**config.mk**
```make
export PLATFORM = sky130hd
export DESIGN_NAME = pirq_prio_regs
export DESIGN_NICKNAME = d
export VERILOG_FILES = /design/src/logic/pirq_pkg.sv /design/src/logic/pirq_apb_port.sv /design/src/logic/pirq_prio_regs.sv
export SDC_FILE = /design/constraint.sdc
export NUM_CORES = 1
export LEC_CHECK = 0
export BUFFER_PORTS_ARGS = -buffer_cell sky130_fd_sc_hd__buf_2
export CORE_MARGIN = 3
export CORE_UTILIZATION = 35
export CTS_BUF_LIST = sky130_fd_sc_hd__clkbuf_8
export CTS_CLUSTER_DIAMETER = 30
export CTS_CLUSTER_SIZE = 10
export DETAILED_ROUTE_END_ITERATION = 8
export SLEW_MARGIN = 40
export SYNTH_ARGS = -nofsm -noshare
export SYNTH_HDL_FRONTEND = slang
export SYNTH_SLANG_ARGS = --single-unit
```
**constraint.sdc**
```tcl
create_clock -name pclk -period 1.8 [get_ports pclk]
set_clock_uncertainty 0.2 [all_clocks]
set_input_delay 0.18 -clock pclk [delete_from_list [all_inputs] [get_ports pclk]]
set_output_delay 0.18 -clock pclk [all_outputs]
set_load 0.01 [all_outputs]
```
**src/logic/pirq_pkg.sv**
```systemverilog
// Shared constants, types and decoding for the peripheral interrupt priority block
package pirq_pkg;

    localparam int          ADDR_W            = 12;
    localparam int          NUM_SRC           = 14;

    localparam logic [11:0] OFF_PRIO_A        = 12'h000;
    localparam logic [11:0] OFF_PRIO_B        = 12'h004;
    localparam logic [11:0] OFF_CTRL          = 12'h008;
    localparam logic [11:0] OFF_LEVEL_MAP     = 12'h00C;
    localparam logic [11:0] OFF_PENDING       = 12'h010;

    localparam logic [7:0]  PRIO_A_MASK_FULL  = 8'h00FF;
    localparam logic [7:0]  PRIO_A_MASK_SMALL = 8'h007F;
    localparam logic [7:0]  PRIO_B_MASK       = 8'h00CF;
    localparam logic [7:0]  PRIO_RESET        = 8'h00FF;
    localparam logic [7:0]  CTRL_RESET        = 8'h0000;

    typedef enum logic [2:0] {
        IDX_NONE  = 3'h0,
        IDX_PRIO_A = 3'h1,
        IDX_PRIO_B = 3'h2,
        IDX_CTRL  = 3'h3,
        IDX_MAP   = 3'h4,
        IDX_PEND  = 3'h5
    } pirq_idx_e;

    typedef struct packed {
        logic parallel_port_prio;
        logic adc_done_prio;
        logic serial_rx_prio;
        logic serial_tx_prio;
        logic sync_serial_prio;
        logic capcmp1_prio;
        logic timer2_match_prio;
        logic timer1_ovf_prio;
    } pirq_prio_a_s;

    typedef struct packed {
        logic       osc_fail_prio;
        logic       comparator_prio;
        logic [1:0] unused;
        logic       bus_collision_prio;
        logic       volt_detect_prio;
        logic       timer3_ovf_prio;
        logic       capcmp2_prio;
    } pirq_prio_b_s;

    typedef struct packed {
        logic       priority_levels_enable;
        logic [6:0] unused;
    } pirq_ctrl_s;

    typedef struct packed {
        logic      valid;
        pirq_idx_e idx;
        logic [7:0] data;
    } pirq_wr_s;

    // Address to register index
    function automatic pirq_idx_e pirq_decode(input logic [11:0] addr);
        case (addr)
            OFF_PRIO_A:    pirq_decode = IDX_PRIO_A;
            OFF_PRIO_B:    pirq_decode = IDX_PRIO_B;
            OFF_CTRL:      pirq_decode = IDX_CTRL;
            OFF_LEVEL_MAP: pirq_decode = IDX_MAP;
            OFF_PENDING:   pirq_decode = IDX_PEND;
            default:       pirq_decode = IDX_NONE;
        endcase
    endfunction

    // Source order: reg a bits 7..0 in [7:0], reg b implemented bits in [13:8]
    function automatic logic [13:0] pirq_src_vec(input logic [7:0] a, input logic [7:0] b);
        pirq_src_vec = {b[7], b[6], b[3:0], a};
    endfunction

endpackage

```
**src/logic/pirq_apb_port.sv**
```systemverilog
// APB slave front end: decode, write strobe, registered read data
`timescale 1ns/10ps
module pirq_apb_port (
    input  wire logic                 pclk,
    input  wire logic                 presetn,
    input  wire logic                 psel,
    input  wire logic                 penable,
    input  wire logic                 pwrite,
    input  wire logic [11:0]          paddr,
    input  wire logic [31:0]          pwdata,
    output logic                      pready,
    output logic      [31:0]          prdata,
    output logic                      pslverr,
    output pirq_pkg::pirq_wr_s        wr,
    output pirq_pkg::pirq_idx_e       rd_idx,
    input  wire logic [31:0]          rd_data
);

    logic               setup_phase;
    logic               access_phase;
    pirq_pkg::pirq_idx_e hit_idx;
    logic               hit_none;
    logic [31:0]        next_prdata;
    logic               next_pslverr;

    // Zero wait state slave
    assign pready       = 1'b1;
    assign setup_phase  = psel & ~penable;
    assign access_phase = psel & penable & pready;
    assign hit_idx      = pirq_pkg::pirq_decode(paddr);
    assign hit_none     = (hit_idx == pirq_pkg::IDX_NONE);
    assign rd_idx       = hit_idx;

    // Write takes effect at the access edge only
    assign wr.valid     = access_phase & pwrite & ~hit_none;
    assign wr.idx       = hit_idx;
    assign wr.data      = pwdata[7:0];

    // Read data and error sampled at the setup edge
    assign next_prdata  = setup_phase ? ((pwrite | hit_none) ? 32'h0000_0000 : rd_data) : prdata;
    assign next_pslverr = setup_phase ? hit_none : pslverr;

    always_ff @(posedge pclk or negedge presetn) begin
        if (!presetn) begin
            prdata  <= 32'h0000_0000;
            pslverr <= 1'b0;
        end else begin
            prdata  <= next_prdata;
            pslverr <= next_pslverr;
        end
    end

endmodule // pirq_apb_port

```
**src/logic/pirq_prio_regs.sv**
```systemverilog
// Peripheral interrupt priority registers with APB access and level routing
`timescale 1ns/10ps

module pirq_prio_regs #(
    parameter bit REDUCED_PINS = 1'b0
) (
    input  wire logic                 pclk,
    input  wire logic                 presetn,
    input  wire logic                 psel,
    input  wire logic                 penable,
    input  wire logic                 pwrite,
    input  wire logic [11:0]          paddr,
    input  wire logic [31:0]          pwdata,
    output logic                      pready,
    output logic      [31:0]          prdata,
    output logic                      pslverr,
    input  wire logic [13:0]          src_pending,
    output logic      [13:0]          src_high_level,
    output logic                      levels_enable,
    output logic                      irq_high_pend,
    output logic                      irq_low_pend
);

    localparam logic [7:0] PRIO_A_MASK = REDUCED_PINS ? pirq_pkg::PRIO_A_MASK_SMALL
                                                      : pirq_pkg::PRIO_A_MASK_FULL;

    pirq_pkg::pirq_wr_s   wr;
    pirq_pkg::pirq_idx_e  rd_idx;
    logic [31:0]          rd_data;

    pirq_pkg::pirq_prio_a_s prio_a;
    pirq_pkg::pirq_prio_b_s prio_b;
    pirq_pkg::pirq_ctrl_s   ctrl;

    logic [7:0]           next_prio_a;
    logic [7:0]           next_prio_b;
    logic [7:0]           next_ctrl;
    logic [13:0]          raw_prio;
    logic [13:0]          eff_high;
    logic [13:0]          route_high;
    logic [13:0]          route_low;
    logic [13:0]          next_src_high_level;
    logic [13:0]          pend_high_vec;
    logic [13:0]          pend_low_vec;
    logic                 wr_a;
    logic                 wr_b;
    logic                 wr_ctrl;

    pirq_apb_port u_port (
        .pclk    (pclk),
        .presetn (presetn),
        .psel    (psel),
        .penable (penable),
        .pwrite  (pwrite),
        .paddr   (paddr),
        .pwdata  (pwdata),
        .pready  (pready),
        .prdata  (prdata),
        .pslverr (pslverr),
        .wr      (wr),
        .rd_idx  (rd_idx),
        .rd_data (rd_data)
    );

    // Write strobes per register
    assign wr_a    = wr.valid & (wr.idx == pirq_pkg::IDX_PRIO_A);
    assign wr_b    = wr.valid & (wr.idx == pirq_pkg::IDX_PRIO_B);
    assign wr_ctrl = wr.valid & (wr.idx == pirq_pkg::IDX_CTRL);

    // Unimplemented bits masked off on write
    assign next_prio_a = wr_a ? (wr.data & PRIO_A_MASK) : prio_a;
    assign next_prio_b = wr_b ? (wr.data & pirq_pkg::PRIO_B_MASK) : prio_b;
    assign next_ctrl   = wr_ctrl ? {wr.data[7], 7'h00} : ctrl;

    always_ff @(posedge pclk or negedge presetn) begin
        if (!presetn) begin
            prio_a <= pirq_pkg::PRIO_RESET & PRIO_A_MASK;
            prio_b <= pirq_pkg::PRIO_RESET & pirq_pkg::PRIO_B_MASK;
            ctrl   <= pirq_pkg::CTRL_RESET;
        end else begin
            prio_a <= next_prio_a;
            prio_b <= next_prio_b;
            ctrl   <= next_ctrl;
        end
    end

    // Per-source level map
    assign raw_prio   = pirq_pkg::pirq_src_vec(prio_a, prio_b);
    // Single-level mode sends every source to the one vector
    assign eff_high   = ctrl.priority_levels_enable ? raw_prio : 14'h3FFF;
    // Per-source steering to one of the two levels
    for (genvar s = 0; s < pirq_pkg::NUM_SRC; s++) begin : g_route
        assign route_high[s] = src_pending[s] & eff_high[s];
        assign route_low[s]  = src_pending[s] & ~eff_high[s];
    end
    assign next_src_high_level = eff_high;

    always_ff @(posedge pclk or negedge presetn) begin
        if (!presetn) begin
            src_high_level <= 14'h3FFF;
            pend_high_vec  <= 14'h0000;
            pend_low_vec   <= 14'h0000;
            levels_enable  <= 1'b0;
            irq_high_pend  <= 1'b0;
            irq_low_pend   <= 1'b0;
        end else begin
            src_high_level <= next_src_high_level;
            pend_high_vec  <= route_high;
            pend_low_vec   <= route_low;
            levels_enable  <= ctrl.priority_levels_enable;
            irq_high_pend  <= |route_high;
            irq_low_pend   <= |route_low;
        end
    end

    // Read mux
    always_comb begin
        case (rd_idx)
            pirq_pkg::IDX_PRIO_A: rd_data = {24'h00_0000, prio_a};
            pirq_pkg::IDX_PRIO_B: rd_data = {24'h00_0000, prio_b};
            pirq_pkg::IDX_CTRL:   rd_data = {24'h00_0000, ctrl};
            pirq_pkg::IDX_MAP:    rd_data = {18'h0_0000, src_high_level};
            pirq_pkg::IDX_PEND:   rd_data = {2'b00, pend_low_vec, 2'b00, pend_high_vec};
            default:              rd_data = 32'h0000_0000;
        endcase
    end
endmodule // pirq_prio_regs

```
==> results.toml, run 1 <==
[die]
die_x_um = 108
io_pins = 114
rows = 36
start_util_pct = 36.7
design.core.area_mm2 = 0.0100
dieArea_mm2 = 0.0117
die_y_um = 108

[setup_path]
cp.required_ps = 1870
cp_max_fo = 8
worstPathArrival_ps = 1870
path_class = "in -> reg"
cp-end-kind = "flop"
crit_start = "paddr[4]"
reg2reg_from = "prio_b[6]$_DFFE_PN1P_"
cp-start-kind = "input port"
rrSetupSlack_ps = 70

[grt]
globalRouteTotalUtil_pct = 17.2
antenna_found_initial = 0
grt_pass1_wl_um = 15300
grt_pass1_vias = 2869
grt_start_max_net_pins = 36
overflow = 0

[placed_design]
detailed_place.area_mm2 = 0.00456
dp_hpwl_um = 7280
dpl_worst_slack_ps = -380
post-place-cells = 551
portBuffers = 84
place_congestion = 0.801

[route]
wl_per_cell_um = 16.4
drt_pre_antenna_iters = 4
via_per_inst = 4.78
drt.antenna.violating_nets = 0
drc = 0
routed_wl_um = 9710
vias = 2830
dr.first_iter.drc_count = 108

[run]
drv_cap = 0

[sta]
fin_crit_ps = 1800
clock.fmax_mhz = 556
worst_slack_ps = 2.25
tns_ps = 0
hold_ws_ps = 66.7
finalHoldViolCount = 0
final-setup-viol-count = 0
fin_crit_sh_pct = 99.9
final_max_slew_viol_count = 0

[power]
clockPowerShare_pct = 35.3
powerDensity_mw_per_mm2 = 710
vdd_drop_max_uv = 414
p_sw_mw = 0.807
combPwrFrac_pct = 8.2
leakage_nw = 2.40
switching_share_pct = 22.5
p_int_mw = 2.78
finalPower_mw = 3.59
p_seq_share_pct = 56.5

[synthesis]
synth_common_cells = "dfrtp_1 (61), dfstp_2 (28), nand2_1 (26)"
avgSynthCellArea_um2 = 12.0
synth_area_mm2 = 0.00367
synth_edf_count = 0
ys_seq_elements = 89
netlist_instances = 306
synth.most_common_cell = "dfrtp_1"
yosys.area.top_type = "dfrtp_1"
yosys_most_used_dff = "dfrtp_1"
async_reset_ff_share_pct = 100
synth_top_cell_area_share_pct = 41.6
yosysWarnings = 0
synth-seq-area-share_pct = 61.7
synthTopCellsByArea = "dfrtp_1 (42%), dfstp_2 (20%), a22o_1 (4.8%), mux2_2 (4.0%), mux2_4 (3.3%)"
netlist-cell-type-count = 37

[finish]
layout-drive-gt1-share_pct = 43.8
num-nets-final = 517
final_area_mm2 = 0.00505
syn_to_final_growth_pct = 37.8
n_fill_cell = 935
diodes = 0
final_cells = 592
finish.utilization_pct = 50.6

[clocking]
clock_sinks = 89
cts_buffer_depth = 2
tritoncts = "done"
cts-root-buf = "clkbuf_8"
clkLatencyLatePin_ps = 350
path_clk_slew_ps = 90
cts-htree-levels = 3
post_cts_buffers = 0
numCtsBuffers = 9

[outcome]
status = "completed"

[worst_hold_path]
hold_class = "in -> async"
path summary, 6_finish.rpt:
path,to,cells past startpoint
setup / recovery,prio_a[4]$_DFFE_PN1P_,6
hold / removal,u_port.prdata[12]$_DFFE_PN0P_,2
setup reg to reg,irq_low_pend$_DFF_PN0_,5
hold reg to reg,u_port.prdata[17]$_DFFE_PN0P_,1
max in group asynchronous,prio_b[7]$_DFFE_PN1P_,3
min in group pclk,irq_high_pend$_DFF_PN0_,5
registers in the layout, summed over array words and instances, names as in the netlist:
signal	cells
ctrl	1
pend_low_vec	14
irq_high_pend	1
src_high_level	14
u_port.prdata	28
prio_a	8
u_port.pslverr	1
irq_low_pend	1
pend_high_vec	14
levels_enable	1
prio_b	6
critical path, cell delays in order:
cell and delay [ps]:
buf_2 110, or3_4 380, or3_4 390, or3_4 350
buf_6 160, mux2_4 300
placed cells by master, fill, tap and decap left out, drive strengths merged, types with 2 or more instances in the layout:
cell / instances
clkinv: 3
or3: 3
nand2b: 14
nor3: 3
and2: 14
inv: 17
and3: 3
a21oi: 6
a22o: 20
dfrtp: 61
dfstp: 28
nor4: 4
o21ai: 14
nor2: 20
nand3: 2
clkbuf: 9
nand2: 26
o22ai: 4
buf: 126
a22oi: 11
dlygate4sd3: 25
mux2: 21
conb: 5
a221oi: 9
metal layers:
layer / track usage, % / wire length (um) / vias to the layer above
met3: 3.46 / 400 / 11
li1: - / - / 1375
met2: 28.0 / 4630 / 75
met4: 4.78 / 135 / 0
met5: 0 / 0 / -
met1: 23.4 / 4550 / 1369
cell type report:
class | instances | area, um2 | area share [%]
clock buffer | 9 | 124 | 2.45
clock inverter | 7 | 56.3 | 1.11
inverter | 14 | 52.6 | 1.04
multi-input combinational | 189 | 1350 | 26.7
sequential | 89 | 2260 | 44.8
tap | 133 | 166 | 3.29
timing repair buffer | 151 | 1040 | 20.6
repair_timing:
action | in CTS | in global routing
endpoints found under the hold margin | 104 | 0
resized for setup | 5 | 8
hold buffers | 25 | 0
pin swaps | 2 | 4
endpoints found under the setup margin | 6 | 10
power groups by stage:
stage | Sequential [mW] | Combinational [mW] | Clock [mW]
floorplan | 2.06 | 0.0792 | 0
global placement | 2.06 | 0.241 | 0
detailed placement | 2.06 | 0.244 | 0
CTS | 2.03 | 0.291 | 1.30
global route | 2.03 | 0.324 | 1.38
finish | 2.03 | 0.294 | 1.27
logic make-up (layout without fill, tap and decap cells):
kind of cell	after synthesis	in the layout	share of synthesized area, %
AO/OA/AOI/OAI	69	69	13.7
buffers and inverters	31	181	3.92
flip-flops	89	89	61.7
multiplexers	21	21	7.26
other	2	5	0.205
AND/OR/NAND/NOR	94	94	13.2
Power figures use the tool's default switching activity.
==> inputs of run 2 (changes only) <==
--- a/config.mk
+++ b/config.mk
@@ -5,6 +5,7 @@
 export SDC_FILE = /design/constraint.sdc
 export NUM_CORES = 1
 export LEC_CHECK = 0
+export ABC_AREA = 1
 export BUFFER_PORTS_ARGS = -buffer_cell sky130_fd_sc_hd__buf_2
 export CORE_MARGIN = 3
 export CORE_UTILIZATION = 35
==> run 2 against run 1 <==
  * Maximum frequency grew 6.5%
  * Utilization shrank 3.4 points
  * Clock power grew 4%
  * Die area grew 11%
  * Critical path type is now reg -> reg
  * Sequential share of layout area shrank 1.7 points
  * Critical path depth grew 1
  * Combinational power shrank 14%
  * Register-to-register slack gained 40 ps
  * Non-clock buffer count shrank 20
  * Global-route usage shrank 0.58 points
  * First-iteration DRC count grew 21%
  * Clock-buffer cell count is the same
==> results.toml, run 2 <==
[synthesis]
synth_area_mm2 = 0.00410
yosys_most_used_dff = "dfrtp_1"
ys_seq_elements = 89
synth.most_common_cell = "nand2_1"
avgSynthCellArea_um2 = 8.86
synth_top_cell_area_share_pct = 37.3
synth-seq-area-share_pct = 55.2
netlist_instances = 462
yosys.area.top_type = "dfrtp_1"
netlist-cell-type-count = 29
synthTopCellsByArea = "dfrtp_1 (37%), dfstp_2 (18%), nand2_1 (8.9%), inv_1 (6.5%), nand3_1 (5.4%)"
synth_common_cells = "nand2_1 (97), inv_1 (71), dfrtp_1 (61)"
synth_edf_count = 0
yosysWarnings = 0
async_reset_ff_share_pct = 100

[clocking]
cts-root-buf = "clkbuf_8"
cts_buffer_depth = 2
path_clk_slew_ps = 80
clkLatencyLatePin_ps = 360
tritoncts = "done"
cts-htree-levels = 3
post_cts_buffers = 0
numCtsBuffers = 9
clock_sinks = 89

[finish]
multi_input_area_mm2 = 0.00147
syn_to_final_growth_pct = 28.2
layout-drive-gt1-share_pct = 32.8
mostFrequentLayoutCell = "nand2_1"
num-nets-final = 650
diodes = 0
n_fill_cell = 1071
largest_reg_flops = 28
final_cell_mix = "nand2_1 (97), buf_2 (83), inv_1 (73), dfrtp_1 (61), nand3_1 (44)"
regMostFlops = "u_port.prdata"
ff_latch_area_mm2 = 0.00226
final_cells = 732

[worst_hold_path]
hold_class = "in -> reg"

[setup_path]
rrSetupSlack_ps = 110
cp-start-kind = "flop"
crit_family = "simple AND/OR/NAND/NOR gates"
cp.required_ps = 1820
cp_max_fo = 7
path_class = "reg -> reg"
cp-end-kind = "flop"
slowest_stage = "dfrtp_1"
worstPathArrival_ps = 1700
timing.critical_path.buf_inv = 3
crit_chain = "buf_4 -> nand2_1 -> nand2_1 -> inv_1 -> nor4_4 -> buf_4 -> nand4_1"
cpPeakStageDelay_ps = 410

[sta]
fin_crit_sh_pct = 93.8
fin_crit_ps = 1690
rsz0062_at_grt = "no"
tns_ps = 0
clock.fmax_mhz = 592
finalHoldViolCount = 0
final-setup-viol-count = 0
final_max_slew_viol_count = 0
hold_ws_ps = 45.0

[power]
powerDensity_mw_per_mm2 = 685
vdd_drop_max_uv = 405
leakage_nw = 2.74
finalPower_mw = 3.60

[grt]
globalRouteTotalUtil_pct = 16.6
grt_pass1_wl_um = 16800
grt_start_max_net_pins = 42
grt_pass1_vias = 3367
overflow = 0
antenna_found_initial = 0

[placed_design]
post-place-cells = 693
dp_hpwl_um = 7980
place_congestion = 0.854
portBuffers = 84

[route]
routed_wl_um = 10300
wl_per_cell_um = 14.1
dr.first_iter.drc_count = 131
drt_pre_antenna_iters = 4
vias = 3432
drc = 0
via_per_inst = 4.69
drt.antenna.violating_nets = 0

[run]
drv_cap = 0

[die]
rows = 38
die_y_um = 114
start_util_pct = 36.8
io_pins = 114
design.core.area_mm2 = 0.0111
die_x_um = 114
dieArea_mm2 = 0.0130

[outcome]
status = "completed"
==> run 2: changes by cell type after synthesis, sizes merged, moves of 5 or more <==
| cell | before | now |
|---|---|---|
| a22o | 20 | 0 |
| a221oi | 9 | 0 |
| nand2b | 14 | 0 |
| nand3 | 2 | 65 |
| and2 | 14 | 0 |
| a22oi | 11 | 0 |
| nand2 | 26 | 103 |
| nand4 | 1 | 15 |
| nor2 | 20 | 54 |
| mux2 | 21 | 0 |
| clkbuf | 9 | 4 |
| buf | 8 | 16 |
| a21oi | 6 | 14 |
| inv | 14 | 73 |
==> run 2: kinds of logic after synthesis <==
kind of cell,share of synthesized area (%)
buffers and inverters,9.81
AND/OR/NAND/NOR,31.0
other,0.183
AO/OA/AOI/OAI,3.76
flip-flops,55.2
==> run 2: layout make-up <==
class	count	area share [%]
Tap cell	140	3.34
Inverter	73	5.22
Sequential cell	89	43.1
Multi-Input combinational cell	283	27.9
Clock inverter	7	1.22
Timing Repair Buffer	131	16.8
Clock buffer	9	2.36
==> run 2: power breakdown <==
part	internal (mW)	leakage [nW]	switching, mW
combinational	0.101	1.54	0.152
sequential	2.02	1.11	0.00587
clock	0.629	0.102	0.689
==> run 2: what timing repair did <==
action,CTS,global route
endpoints found under the setup margin,1,2
hold buffers,23,0
resized for setup,1,2
endpoints found under the hold margin,110,0
==> run 2: metrics by stage <==
| stage | utilization [%] | area (um2) | worst slack [ps] |
|---|---|---|---|
| 3_5_place_dp | 43.2 | 4810 | -69.8 |
| 3_3_place_gp | 43.2 | 4810 | -30.9 |
| 5_1_grt | 47.2 | 5250 | 1.24 |
| 2_1_floorplan | - | 4110 | 335 |
| 6_report | 47.2 | 5250 | 112 |
| 4_1_cts | 47.0 | 5230 | 51.6 |
==> run 2: worst register-to-register path: cells and delay by family (launching register included) <==
family	cells	cell delay, ps
AND/OR/NAND/NOR	4	530
buffers and inverters	3	410
flip-flops	1	410
==> run 2: layer usage <==
layer	up-vias	wire length, um	track usage [%]
li1	1691	-	-
met1	1647	4680	21.8
met2	82	5000	27.6
met3	12	520	4.12
met4	0	145	4.20
met5	-	0	0
==> run 2: worst paths after layout <==
path | end | cells past startpoint | startpoint
min in group asynchronous | u_port.prdata[8]$_DFFE_PN0P_ | 2 | presetn
hold / removal | u_port.prdata[11]$_DFFE_PN0P_ | 4 | penable
hold reg to reg | u_port.prdata[25]$_DFFE_PN0P_ | 2 | u_port.prdata[25]$_DFFE_PN0P_
max in group asynchronous | src_high_level[2]$_DFF_PN1_ | 3 | presetn
setup reg to reg | irq_high_pend$_DFF_PN0_ | 7 | ctrl[7]$_DFFE_PN0P_
setup / recovery | irq_high_pend$_DFF_PN0_ | 7 | ctrl[7]$_DFFE_PN0P_
==> inputs of run 3 (changes only) <==
--- a/config.mk
+++ b/config.mk
@@ -13,6 +13,7 @@
 export CTS_CLUSTER_DIAMETER = 30
 export CTS_CLUSTER_SIZE = 10
 export DETAILED_ROUTE_END_ITERATION = 8
+export PLACE_DENSITY = 0.56
 export SLEW_MARGIN = 40
 export SYNTH_ARGS = -nofsm -noshare
 export SYNTH_HDL_FRONTEND = slang
==> run 3 against run 2 <==
  * Largest cell class unchanged
  * Sequential power is essentially flat
  * Utilization shrank 0.56 points
  * Combinational power shrank 3%
  * Largest power group unchanged
  * Cell area shrank 1.2%
  * Via count shrank 0.47%
==> results.toml, run 3 (same netlist as run 2, synthesis figures left out) <==
[route]
wl_per_cell_um = 14.3
dr.first_iter.drc_count = 203
drt.antenna.violating_nets = 0
drc = 0
via_per_inst = 4.69
vias = 3416
drt_pre_antenna_iters = 4
routed_wl_um = 10400

[clocking]
post_cts_buffers = 0
cts_buffer_depth = 2
clkLatencyLatePin_ps = 360
cts-root-buf = "clkbuf_8"
clock_sinks = 89
cts-resized-gates = 0
path_clk_slew_ps = 90
numCtsBuffers = 9
cts-htree-levels = 3
tritoncts = "done"

[grt]
grt_start_max_net_pins = 90
globalRouteTotalUtil_pct = 16.8
grt_pass1_vias = 3367
antenna_found_initial = 0
overflow = 0
grt_pass1_wl_um = 16900

[setup_path]
path_class = "reg -> reg"
cp.required_ps = 1830
worstPathArrival_ps = 1760
cp-end-kind = "flop"
rrSetupSlack_ps = 70
r2r-end = "irq_high_pend$_DFF_PN0_"
cp_max_fo = 14
reg2reg_from = "ctrl[7]$_DFFE_PN0P_"
cp-start-kind = "flop"
ff2ff_path_depth = 8

[die]
start_util_pct = 36.8
rows = 38
die_x_um = 114
die_y_um = 114
design.core.area_mm2 = 0.0111
io_pins = 114
dieArea_mm2 = 0.0130

[worst_hold_path]
hold-path-cell-count = 4
worstHoldStart = "penable"
hold_class = "in -> reg"
min_delay_worst_endpoint = "u_port.prdata[11]$_DFFE_PN0P_"

[power]
vdd_drop_max_uv = 488
leakage_nw = 2.71
powerDensity_mw_per_mm2 = 691

[outcome]
status = "completed"

[finish]
num-nets-final = 646
syn_to_final_growth_pct = 26.6
regMostFlops = "u_port.prdata"
final_area_mm2 = 0.00519
layout-drive-gt1-share_pct = 32.3
final_cell_mix = "nand2_1 (97), buf_2 (83), inv_1 (71), dfrtp_1 (61), nand3_1 (44)"
n_fill_cell = 1111
largest_reg_flops = 28
mostFrequentLayoutCell = "nand2_1"
diodes = 0

[placed_design]
detailed_place.area_mm2 = 0.00477
dp_hpwl_um = 7860
place_congestion = 0.858
portBuffers = 84

[sta]
finalHoldViolCount = 0
final_max_slew_viol_count = 0
final-setup-viol-count = 0
tns_ps = 0
fin_crit_sh_pct = 96.1
fin_crit_ps = 1730
rsz0062_at_grt = "no"
clock.fmax_mhz = 578

[run]
drv_cap = 0
-- run 3: cell types whose count changed in the layout (fill, tap and decap cells not counted) --
cell        delta
buf_12         -1
buf_4          -3
bufinv_16      -1
clkbuf_8       +2
clkinv_2       -1
clkinv_4       -1
clkinvlp_4     +1
inv_1          -2
inv_6          +2
nor4_1         +2
nor4_2         -1
nor4_4         -1
-- run 3: report_power, final --
group	leakage, nW	total, mW	internal [mW]	switching, mW
sequential	1.11	2.03	2.02	0.00660
clock	0.0924	1.31	0.585	0.726
combinational	1.51	0.246	0.0969	0.149
total	2.71	3.58	2.70	0.882
-- run 3: area by class of cell --
| cell class | instances | area [um2] | area share (%) |
|---|---|---|---|
| sequential | 89 | 2260 | 43.6 |
| multi-input combinational | 283 | 1450 | 27.9 |
| timing repair buffer | 127 | 841 | 16.2 |
| inverter | 73 | 274 | 5.28 |
| tap | 140 | 175 | 3.38 |
| clock buffer | 11 | 151 | 2.92 |
| clock inverter | 5 | 37.5 | 0.724 |
-- run 3: repair_timing --
action                                  CTS  global route
endpoints found under the setup margin    0             0
endpoints found under the hold margin   113             0
hold buffers                             23             0
-- run 3: worst max-delay path by stage --
stage                     cells after the start  slack, ps                start                            end
final                                         8         70  ctrl[7]$_DFFE_PN0P_        irq_high_pend$_DFF_PN0_
after global routing                          8         10  ctrl[7]$_DFFE_PN0P_        irq_high_pend$_DFF_PN0_
after CTS                                     8         80  ctrl[7]$_DFFE_PN0P_        irq_high_pend$_DFF_PN0_
after detailed placement                      8         50            paddr[11]  u_port.prdata[13]$_DFFE_PN0P_
after global placement                        8         90            paddr[11]   u_port.prdata[9]$_DFFE_PN0P_
after floorplan                               4        340  ctrl[7]$_DFFE_PN0P_        irq_high_pend$_DFF_PN0_
-- run 3: critical path, cell delays in order (launching register included) --
cell     delay [ps]
dfrtp_1         360
buf_4           220
inv_1           100
or2_1           260
nand2_1          70
inv_1            40
or2_1           210
inv_1            60
nand4_1          80
-- run 3: metal layers --
metal | up-vias | global-route usage [%] | share of wire (%)
li1 | 1689 | - | -
met1 | 1596 | 22.3 | 46
met2 | 117 | 27.6 | 47
met3 | 14 | 3.75 | 5.5
met4 | 0 | 4.83 | 1.5
met5 | - | 0 | 0
-- run 3: stage by stage --
step                utilization (%)  std cells  setup slack (ps)  total power, mW  hold WS (ps)
floorplan                         -        465               335             2.15          -316
global placement               42.8        689              90.0             2.27          52.2
detailed placement             42.8        689              51.3             2.27          58.6
CTS                            46.6        728              79.4             3.64          23.1
global route                   46.6        728              11.9             3.74          54.7
finish                         46.6        728              70.4             3.58          41.8
